**src/inc/ucd_pkg.sv**
```systemverilog
// Constants and types for the CTS delta, scratch and low-power divisor block.
// Assumes a 32-bit APB master on pclk and an asynchronous cts_n pin.
package ucd_pkg;

  // ****************************************************************
  // Register map
  // ****************************************************************
  localparam logic [31:0] UCD_MLS_ADDR = 32'h5000_1118;
  localparam logic [31:0] UCD_SCR_ADDR = 32'h5000_111C;
  localparam logic [31:0] UCD_LPL_ADDR = 32'h5000_1120;
  localparam logic [31:0] UCD_LPH_ADDR = 32'h5000_1124;
  localparam logic [31:0] UCD_CTRL_ADDR = 32'h5000_11F0;

  localparam logic [31:0] UCD_ZERO_WORD = 32'h0000_0000;
  localparam logic [7:0] UCD_BYTE_RESET = 8'h00;
  localparam int UCD_BYTE_W = 8;

  // ****************************************************************
  // Field positions
  // ****************************************************************
  localparam int UCD_MLS_DELTA_POS = 0;
  localparam int UCD_MLS_CTS_POS = 4;
  localparam int UCD_CTRL_RTS_POS = 1;
  localparam int UCD_CTRL_LOOP_POS = 4;
  localparam int UCD_CTRL_DACC_POS = 7;
  localparam int UCD_CTRL_SRST_POS = 0;

  // ****************************************************************
  // Low-power baud divider
  // ****************************************************************
  localparam int UCD_DIV_W = 16;
  localparam logic [3:0] UCD_PRESCALE_LAST = 4'hF;
  localparam logic [3:0] UCD_PRESCALE_ZERO = 4'h0;
  localparam logic [15:0] UCD_DIV_ZERO = 16'h0000;
  localparam logic [15:0] UCD_DIV_ONE = 16'h0001;
  localparam int UCD_PRESCALE = 16;

  // ****************************************************************
  // Types
  // ****************************************************************
  typedef struct packed {
    logic div_access;
    logic loopback;
    logic rts;
  } ucd_ctrl_type;

  localparam ucd_ctrl_type UCD_CTRL_RESET = '{1'b0, 1'b0, 1'b0};

  typedef enum {
    UCD_SEL_MLS,
    UCD_SEL_SCR,
    UCD_SEL_LPL,
    UCD_SEL_LPH,
    UCD_SEL_CTRL,
    UCD_SEL_LOCKED,
    UCD_SEL_NONE
  } ucd_sel_type;

endpackage : ucd_pkg

```
**src/rtl/ucd_uart_lp.sv**
```systemverilog
// CTS delta flag, scratch byte, low-power divisor and its baud enable.
// Assumes an APB master on pclk; cts_n comes straight from a pin.
//
// What this block does
// - Delta flag set when CTS changed since read.
// - Reading modem status clears the delta flag.
// - Loopback makes delta follow the RTS bit.
// - CTS low through reset sets flag after.
// - Scratch byte is plain storage, no effect.
// - Two bytes form the 16-bit low-power divisor.
// - Divisor bytes reachable only with access bit set.
// - Baud enable every sixteen times divisor cycles.
// - Receiver pulse detection uses the baud enable.
// - Zero divisor stops baud enable and detection.
// - CTS status bit is complement of cts_n, or the RTS bit in loopback.
//
// Local design decision: the APB slave port.
`timescale 1ns/1ps

module ucd_uart_lp
  import ucd_pkg::*;
(
  // Clock and reset.
  input wire logic pclk,
  input wire logic presetn,
  // APB slave.
  input wire logic psel,
  input wire logic penable,
  input wire logic pwrite,
  input wire logic [31:0] paddr,
  input wire logic [31:0] pwdata,
  output logic [31:0] prdata,
  output logic pready,
  output logic pslverr,
  // Modem pin.
  input wire logic cts_n,
  // Towards the receiver.
  output logic lp_baud_tick,
  output logic lp_detect_en,
  output logic [15:0] lp_divisor
);

  // ****************************************************************
  // Address decode
  // ****************************************************************
  function automatic ucd_sel_type decode(input logic [31:0] addr,
                                         input logic div_access);
    ucd_sel_type sel;
    sel = UCD_SEL_NONE;
    case (addr)
      UCD_MLS_ADDR: sel = UCD_SEL_MLS;
      UCD_SCR_ADDR: sel = UCD_SEL_SCR;
      UCD_LPL_ADDR: sel = div_access ? UCD_SEL_LPL : UCD_SEL_LOCKED;
      UCD_LPH_ADDR: sel = div_access ? UCD_SEL_LPH : UCD_SEL_LOCKED;
      UCD_CTRL_ADDR: sel = UCD_SEL_CTRL;
      default: sel = UCD_SEL_NONE;
    endcase
    return sel;
  endfunction : decode

  ucd_ctrl_type ctrl_ff;
  ucd_sel_type sel;
  logic setup;
  logic access;
  logic wr_en;
  logic rd_en;
  logic soft_rst;
  logic [7:0] scratch_ff;
  logic [7:0] div_low_ff;
  logic [7:0] div_high_ff;
  logic [31:0] prdata_ff;
  logic [31:0] nxt_prdata;

  assign sel = decode(paddr, ctrl_ff.div_access);
  assign setup = psel && !penable;
  assign access = psel && penable;
  assign pready = 1'b1;
  assign pslverr = access && (sel == UCD_SEL_NONE);
  assign wr_en = access && pwrite && (sel != UCD_SEL_NONE);
  assign rd_en = access && !pwrite;
  assign soft_rst = wr_en && (sel == UCD_SEL_CTRL) &&
                    pwdata[UCD_CTRL_SRST_POS];
  assign prdata = prdata_ff;

  // ****************************************************************
  // CTS pin synchroniser
  // ****************************************************************
  // Stages reset to the idle level so that a line held low through
  // reset is seen as a change once reset lifts.
  logic cts_n_s1_ff;
  logic cts_n_s2_ff;
  logic cts_n_s3_ff;
  logic cts_n_stable_ff;

  always_ff @(posedge pclk or negedge presetn) begin
    if (!presetn) begin
      cts_n_s1_ff <= 1'b1;
      cts_n_s2_ff <= 1'b1;
      cts_n_s3_ff <= 1'b1;
    end else begin
      cts_n_s1_ff <= cts_n;
      cts_n_s2_ff <= cts_n_s1_ff;
      cts_n_s3_ff <= cts_n_s2_ff;
    end
  end

  always_ff @(posedge pclk or negedge presetn) begin
    if (!presetn) begin
      cts_n_stable_ff <= 1'b1;
    end else if (soft_rst) begin
      cts_n_stable_ff <= 1'b1;
    end else if (cts_n_s2_ff == cts_n_s3_ff) begin
      cts_n_stable_ff <= cts_n_s3_ff;
    end
  end

  // ****************************************************************
  // Delta clear-to-send
  // ****************************************************************
  logic cts_level;
  logic level_prev_ff;
  logic changed;
  logic status_read;
  logic dcts_ff;
  logic nxt_dcts;

  assign cts_level = ctrl_ff.loopback ? ctrl_ff.rts :
                     !cts_n_stable_ff;
  assign changed = (cts_level != level_prev_ff);
  assign status_read = rd_en && (sel == UCD_SEL_MLS);

  always_ff @(posedge pclk or negedge presetn) begin
    if (!presetn) begin
      level_prev_ff <= 1'b0;
    end else if (soft_rst) begin
      level_prev_ff <= 1'b0;
    end else begin
      level_prev_ff <= cts_level;
    end
  end

  // Only a flag that the read actually returned is cleared, so a
  // change landing between setup and access is kept.
  always_comb begin
    nxt_dcts = dcts_ff;
    if (status_read && prdata_ff[UCD_MLS_DELTA_POS]) begin
      nxt_dcts = 1'b0;
    end
    if (changed) begin
      nxt_dcts = 1'b1;
    end
    if (soft_rst) begin
      nxt_dcts = 1'b0;
    end
  end

  always_ff @(posedge pclk or negedge presetn) begin
    if (!presetn) begin
      dcts_ff <= 1'b0;
    end else begin
      dcts_ff <= nxt_dcts;
    end
  end

  // ****************************************************************
  // Control, scratch and divisor registers
  // ****************************************************************
  always_ff @(posedge pclk or negedge presetn) begin
    if (!presetn) begin
      ctrl_ff <= UCD_CTRL_RESET;
    end else if (wr_en && sel == UCD_SEL_CTRL) begin
      ctrl_ff.div_access <= pwdata[UCD_CTRL_DACC_POS];
      ctrl_ff.loopback <= pwdata[UCD_CTRL_LOOP_POS];
      ctrl_ff.rts <= pwdata[UCD_CTRL_RTS_POS];
    end
  end

  always_ff @(posedge pclk or negedge presetn) begin
    if (!presetn) begin
      scratch_ff <= UCD_BYTE_RESET;
    end else if (wr_en && sel == UCD_SEL_SCR) begin
      scratch_ff <= pwdata[UCD_BYTE_W-1:0];
    end
  end

  always_ff @(posedge pclk or negedge presetn) begin
    if (!presetn) begin
      div_low_ff <= UCD_BYTE_RESET;
      div_high_ff <= UCD_BYTE_RESET;
    end else if (wr_en && sel == UCD_SEL_LPL) begin
      div_low_ff <= pwdata[UCD_BYTE_W-1:0];
    end else if (wr_en && sel == UCD_SEL_LPH) begin
      div_high_ff <= pwdata[UCD_BYTE_W-1:0];
    end
  end

  assign lp_divisor = {div_high_ff, div_low_ff};

  // ****************************************************************
  // Read data
  // ****************************************************************
  // Read data is captured in the setup cycle so prdata is a flop.
  always_comb begin
    nxt_prdata = UCD_ZERO_WORD;
    case (sel)
      UCD_SEL_MLS: begin
        nxt_prdata[UCD_MLS_DELTA_POS] = dcts_ff;
        nxt_prdata[UCD_MLS_CTS_POS] = cts_level;
      end
      UCD_SEL_SCR: nxt_prdata[UCD_BYTE_W-1:0] = scratch_ff;
      UCD_SEL_LPL: nxt_prdata[UCD_BYTE_W-1:0] = div_low_ff;
      UCD_SEL_LPH: nxt_prdata[UCD_BYTE_W-1:0] = div_high_ff;
      UCD_SEL_CTRL: begin
        nxt_prdata[UCD_CTRL_DACC_POS] = ctrl_ff.div_access;
        nxt_prdata[UCD_CTRL_LOOP_POS] = ctrl_ff.loopback;
        nxt_prdata[UCD_CTRL_RTS_POS] = ctrl_ff.rts;
      end
      default: nxt_prdata = UCD_ZERO_WORD;
    endcase
  end

  always_ff @(posedge pclk or negedge presetn) begin
    if (!presetn) begin
      prdata_ff <= UCD_ZERO_WORD;
    end else if (setup && !pwrite) begin
      prdata_ff <= nxt_prdata;
    end
  end

  // ****************************************************************
  // Low-power baud enable
  // ****************************************************************
  // A divisor write restarts the count; the receiver still needs
  // some slow cycles to settle, which is left to software.
  logic div_zero;
  logic div_write;
  logic [3:0] pre_ff;
  logic [15:0] div_cnt_ff;
  logic tick_ff;
  logic detect_en_ff;

  assign div_zero = (lp_divisor == UCD_DIV_ZERO);
  assign div_write = wr_en && (sel == UCD_SEL_LPL || sel == UCD_SEL_LPH);

  always_ff @(posedge pclk or negedge presetn) begin
    if (!presetn) begin
      pre_ff <= UCD_PRESCALE_ZERO;
      div_cnt_ff <= UCD_DIV_ZERO;
      tick_ff <= 1'b0;
    end else if (div_zero || div_write) begin
      pre_ff <= UCD_PRESCALE_ZERO;
      div_cnt_ff <= UCD_DIV_ZERO;
      tick_ff <= 1'b0;
    end else if (pre_ff == UCD_PRESCALE_LAST) begin
      pre_ff <= UCD_PRESCALE_ZERO;
      if (div_cnt_ff == lp_divisor - UCD_DIV_ONE) begin
        div_cnt_ff <= UCD_DIV_ZERO;
        tick_ff <= 1'b1;
      end else begin
        div_cnt_ff <= div_cnt_ff + UCD_DIV_ONE;
        tick_ff <= 1'b0;
      end
    end else begin
      pre_ff <= pre_ff + 4'h1;
      tick_ff <= 1'b0;
    end
  end

  always_ff @(posedge pclk or negedge presetn) begin
    if (!presetn) begin
      detect_en_ff <= 1'b0;
    end else begin
      detect_en_ff <= !div_zero;
    end
  end

  assign lp_baud_tick = tick_ff;
  assign lp_detect_en = detect_en_ff;

  // Cycles since the last tick, armed once a full period has run
  // with no divisor write in between.
  logic [19:0] gap_ff;
  logic armed_ff;
  always_ff @(posedge pclk or negedge presetn) begin
    if (!presetn) begin
      gap_ff <= 20'h00000;
      armed_ff <= 1'b0;
    end else begin
      gap_ff <= tick_ff ? 20'h00000 : gap_ff + 20'h00001;
      armed_ff <= (armed_ff || tick_ff) && !div_write && !div_zero;
    end
  end
endmodule : ucd_uart_lp

```
**config.mk**
```make
export PLATFORM = sky130hd
export DESIGN_NAME = ucd_uart_lp
export DESIGN_NICKNAME = d
export VERILOG_FILES = /design/src/inc/ucd_pkg.sv /design/src/rtl/ucd_uart_lp.sv
export SDC_FILE = /design/constraint.sdc
export NUM_CORES = 1
export LEC_CHECK = 0
export BUFFER_PORTS_ARGS = -buffer_cell sky130_fd_sc_hd__buf_2
export CAP_MARGIN = 20
export CORE_MARGIN = 2
export CORE_UTILIZATION = 52
export CTS_BUF_LIST = sky130_fd_sc_hd__clkbuf_16
export CTS_CLUSTER_DIAMETER = 120
export DETAILED_ROUTE_END_ITERATION = 12
export PLACE_DENSITY = 0.78
export SLEW_MARGIN = 20
export SYNTH_ARGS = -nofsm -noshare
export SYNTH_HDL_FRONTEND = slang
export SYNTH_SLANG_ARGS = --single-unit
```
**constraint.sdc**
```tcl
create_clock -name pclk -period 2.7 [get_ports pclk]
set_input_delay 0.54 -clock pclk [delete_from_list [all_inputs] [get_ports pclk]]
set_output_delay 0.54 -clock pclk [all_outputs]
set_load 0.03 [all_outputs]
```
==> impl_metrics.yaml <==
floorplanning:
  die-area_mm2: 0.00860
  io_pins: 122
  initial_core_util: 0.533
  fp-row-count: 32
  die_w_um: 92.7
  core_region_area_mm2: 0.00769
  die_h_um: 92.7
cts:
  path_clk_slew_ns: 0.05
  clkLatencyLatePin_ns: 0.33
  cts_buffer_depth: 2
  clock_sinks: 63
  cts_tree: "built"
  cts-root-buf: "clkbuf_16"
  cts_made_buffers: 9
  ctsHtreeMaxLevel: 3
  ctsHoldBuffers: 0
logic_synthesis:
  synthesis.area_mm2: 0.00409
  ys_warn_count: 0
  ys_top_cells_by_area: "dfrtp_1 (36%), mux2_2 (6.3%), buf_4 (4.6%)"
  netlist.top_cell.by_area: "dfrtp_1"
  avgSynthCellArea_um2: 9.48
  synth-seq-cells: 63
  syn_inst: 432
  async_flop_share: 1.00
  synth_edf_count: 0
  synth-main-ff-cell: "dfrtp_1"
  seq_area_frac_synth: 0.386
  synth.distinct_cells: 67
  yosys.area.top_type_share: 0.361
critical_path:
  rr_worst_depth: 6
  worstPathRequired_ns: 2.90
  critPathLaunchType: "flop"
  path_max_fanout: 7
  crit_path_end_kind: "flop"
  worstSetupPathType: "flop to flop"
  cp.arrival_ns: 2.80
sta:
  fin_crit_ns: 2.60
  setup_tns_ns: 0
  rsz0062_at_grt: "false"
  finalHoldViolCount: 0
  skew_ns: 0.00194
  tightest_slew_ns: 0.749
  hold_slack_ns: 0.272
  timing.final.max_slew_violations: 0
  post-route-period-util: 0.963
  max_freq_mhz: 385
  setup_violations: 0
  max_slew_margin: 0.501
place:
  dpl-instance-area_mm2: 0.00455
  io_buffers: 72
  dp_hpwl_um: 7330
  gp_congestion: 0.874
hold_path:
  hold_class: "primary input to async pin"
drt:
  wl_met1_um: 4450
  drc: 0
  viasPerCell: 5.80
  routedWlPerCell_um: 16.3
  met3WireLength_um: 602
  top_signal_layer_used: "met4"
  drt_wl_total_um: 10100
  first_pass_iters: 4
  ant_nets: 0
  drtIter0Drc: 189
  wl_met2_um: 4810
  dr_total_vias: 3605
final_layout:
  nNetsFinal: 588
  drive_above_1_share: 0.327
  area_growth_pct: 20.0
  diodes: 0
  final_area_mm2: 0.00491
  final_common_cell: "buf_2"
  final_cell_mix: "buf_2 (72), dfrtp_1 (59), nand2_1 (42)"
  fillCellCount: 635
global_route:
  overflow: 0
  antenna_found_initial: 0
  grt_pass1_wl_um: 16400
  grt_pass1_vias: 3483
  track_usage: 0.242
  grt_max_degree: 34
power:
  switching_share: 0.227
  clockPowerShare: 0.520
  ir_drop_v: 0.000308
  comb_power_share: 0.066
  p_int_w: 0.00180
  powerDensity_mw_per_mm2: 475
  pwr-share-seq: 0.413
  p_leak_nw: 2.35
  power.switching_w: 0.000528
run_status:
  status: "completed"
flow_run:
  drv_cap: 0
## path summary, 6_finish.rpt
kind                                startpoint             end  slack (ns)
worst max-delay path            div_high_ff[0]  div_cnt_ff[13]        0.10
worst min-delay path                   presetn       pre_ff[2]        0.27
worst max register to register  div_high_ff[0]  div_cnt_ff[13]        0.10
min in group pclk                        cts_n     cts_n_s1_ff        0.30
worst min register to register     cts_n_s1_ff     cts_n_s2_ff        0.36
max in group asynchronous              presetn       prdata[1]        1.82
## timing repair
action | CTS | global route
pin swaps | 0 | 1
endpoints found under the hold margin | 0 | 0
setup endpoints to repair | 3 | 17
buffers inserted | 2 | 1
resized for setup | 0 | 3
## synthesized netlist by cell type, types with 3 or more instances
library cell  number
xnor2_1           18
a221oi_1           3
nor4_1             6
ha_1               3
clkbuf_1          12
o21ai_2            7
a21oi_1           14
mux2_2            23
nor3b_1            7
dfstp_2            4
buf_2              6
and3_1             8
nand2_1           42
and2_1             5
nand3b_1           4
nand2_2            3
nor3_1            13
o21ai_0           17
nand4b_1           6
nor2_1            26
xor2_1             3
a31oi_1            4
buf_4             25
inv_1              7
nor2b_1            5
nand3_1           20
nor4b_1            5
mux2i_1           15
nand4_1            5
a21oi_2            6
mux2_1             4
or3_1              3
dfrtp_1           59
## through the flow
step                      instances   util  setup slack (ns)  power, W
after floorplan                 455      -            0.0940   0.00109
after global placement          603  0.592            0.0768   0.00113
after detailed placement        603  0.592           -0.0295   0.00113
after CTS                       621  0.637             0.102   0.00235
after global routing            622  0.639           0.00124   0.00240
final                           622  0.639             0.100   0.00233
## power groups by stage
stage	registers (W)	logic [W]	clock network [W]
6_report	0.000963	0.000155	0.00121
5_1_grt	0.000964	0.000170	0.00127
4_1_cts	0.000963	0.000155	0.00123
3_5_place_dp	0.000979	0.000155	0
3_3_place_gp	0.000979	0.000151	0
2_1_floorplan	0.000987	0.000103	0
## cell type report
cell class | instances | area (µm²) | area share
Timing Repair Buffer | 96 | 578 | 0.118
Clock inverter | 7 | 88.8 | 0.0181
Clock buffer | 9 | 225 | 0.0459
Inverter | 7 | 26.3 | 0.00535
Tap cell | 102 | 128 | 0.0260
Multi-Input combinational cell | 338 | 2280 | 0.465
Sequential cell | 63 | 1580 | 0.322
## flip-flops by register name (all words and copies together), names as in the netlist, 3 cells and up
name         count
div_cnt_ff      16
ctrl_ff          3
scratch_ff       8
pre_ff           4
div_low_ff       8
div_high_ff      8
prdata           8
## cells by family after synthesis
family | count (synthesis) | synth area share
muxes | 42 | 0.111
other | 2 | 0.00183
and+or+nand+nor | 178 | 0.253
xor gates and xnor gates | 21 | 0.0449
DFF | 63 | 0.386
adders and majority gates | 3 | 0.00917
buffers and inverters | 54 | 0.0804
AOI/OAI and AO/OA | 69 | 0.114
## metal layers
layer / vias to the layer above / global-route usage
met5: - / 0
met4: 0 / 0.129
met3: 30 / 0.0439
met2: 148 / 0.380
met1: 1750 / 0.318
li1: 1677 / -
## critical path, stage by stage, from the launching register on
cell       delay, ns
dfrtp_1         0.38
nor3_2          0.53
or4bb_1         0.54
o2bb2ai_1       0.35
nand4_1         0.34
o21ai_0         0.21
o21ai_0         0.11
(Power assumes the default switching activity.)
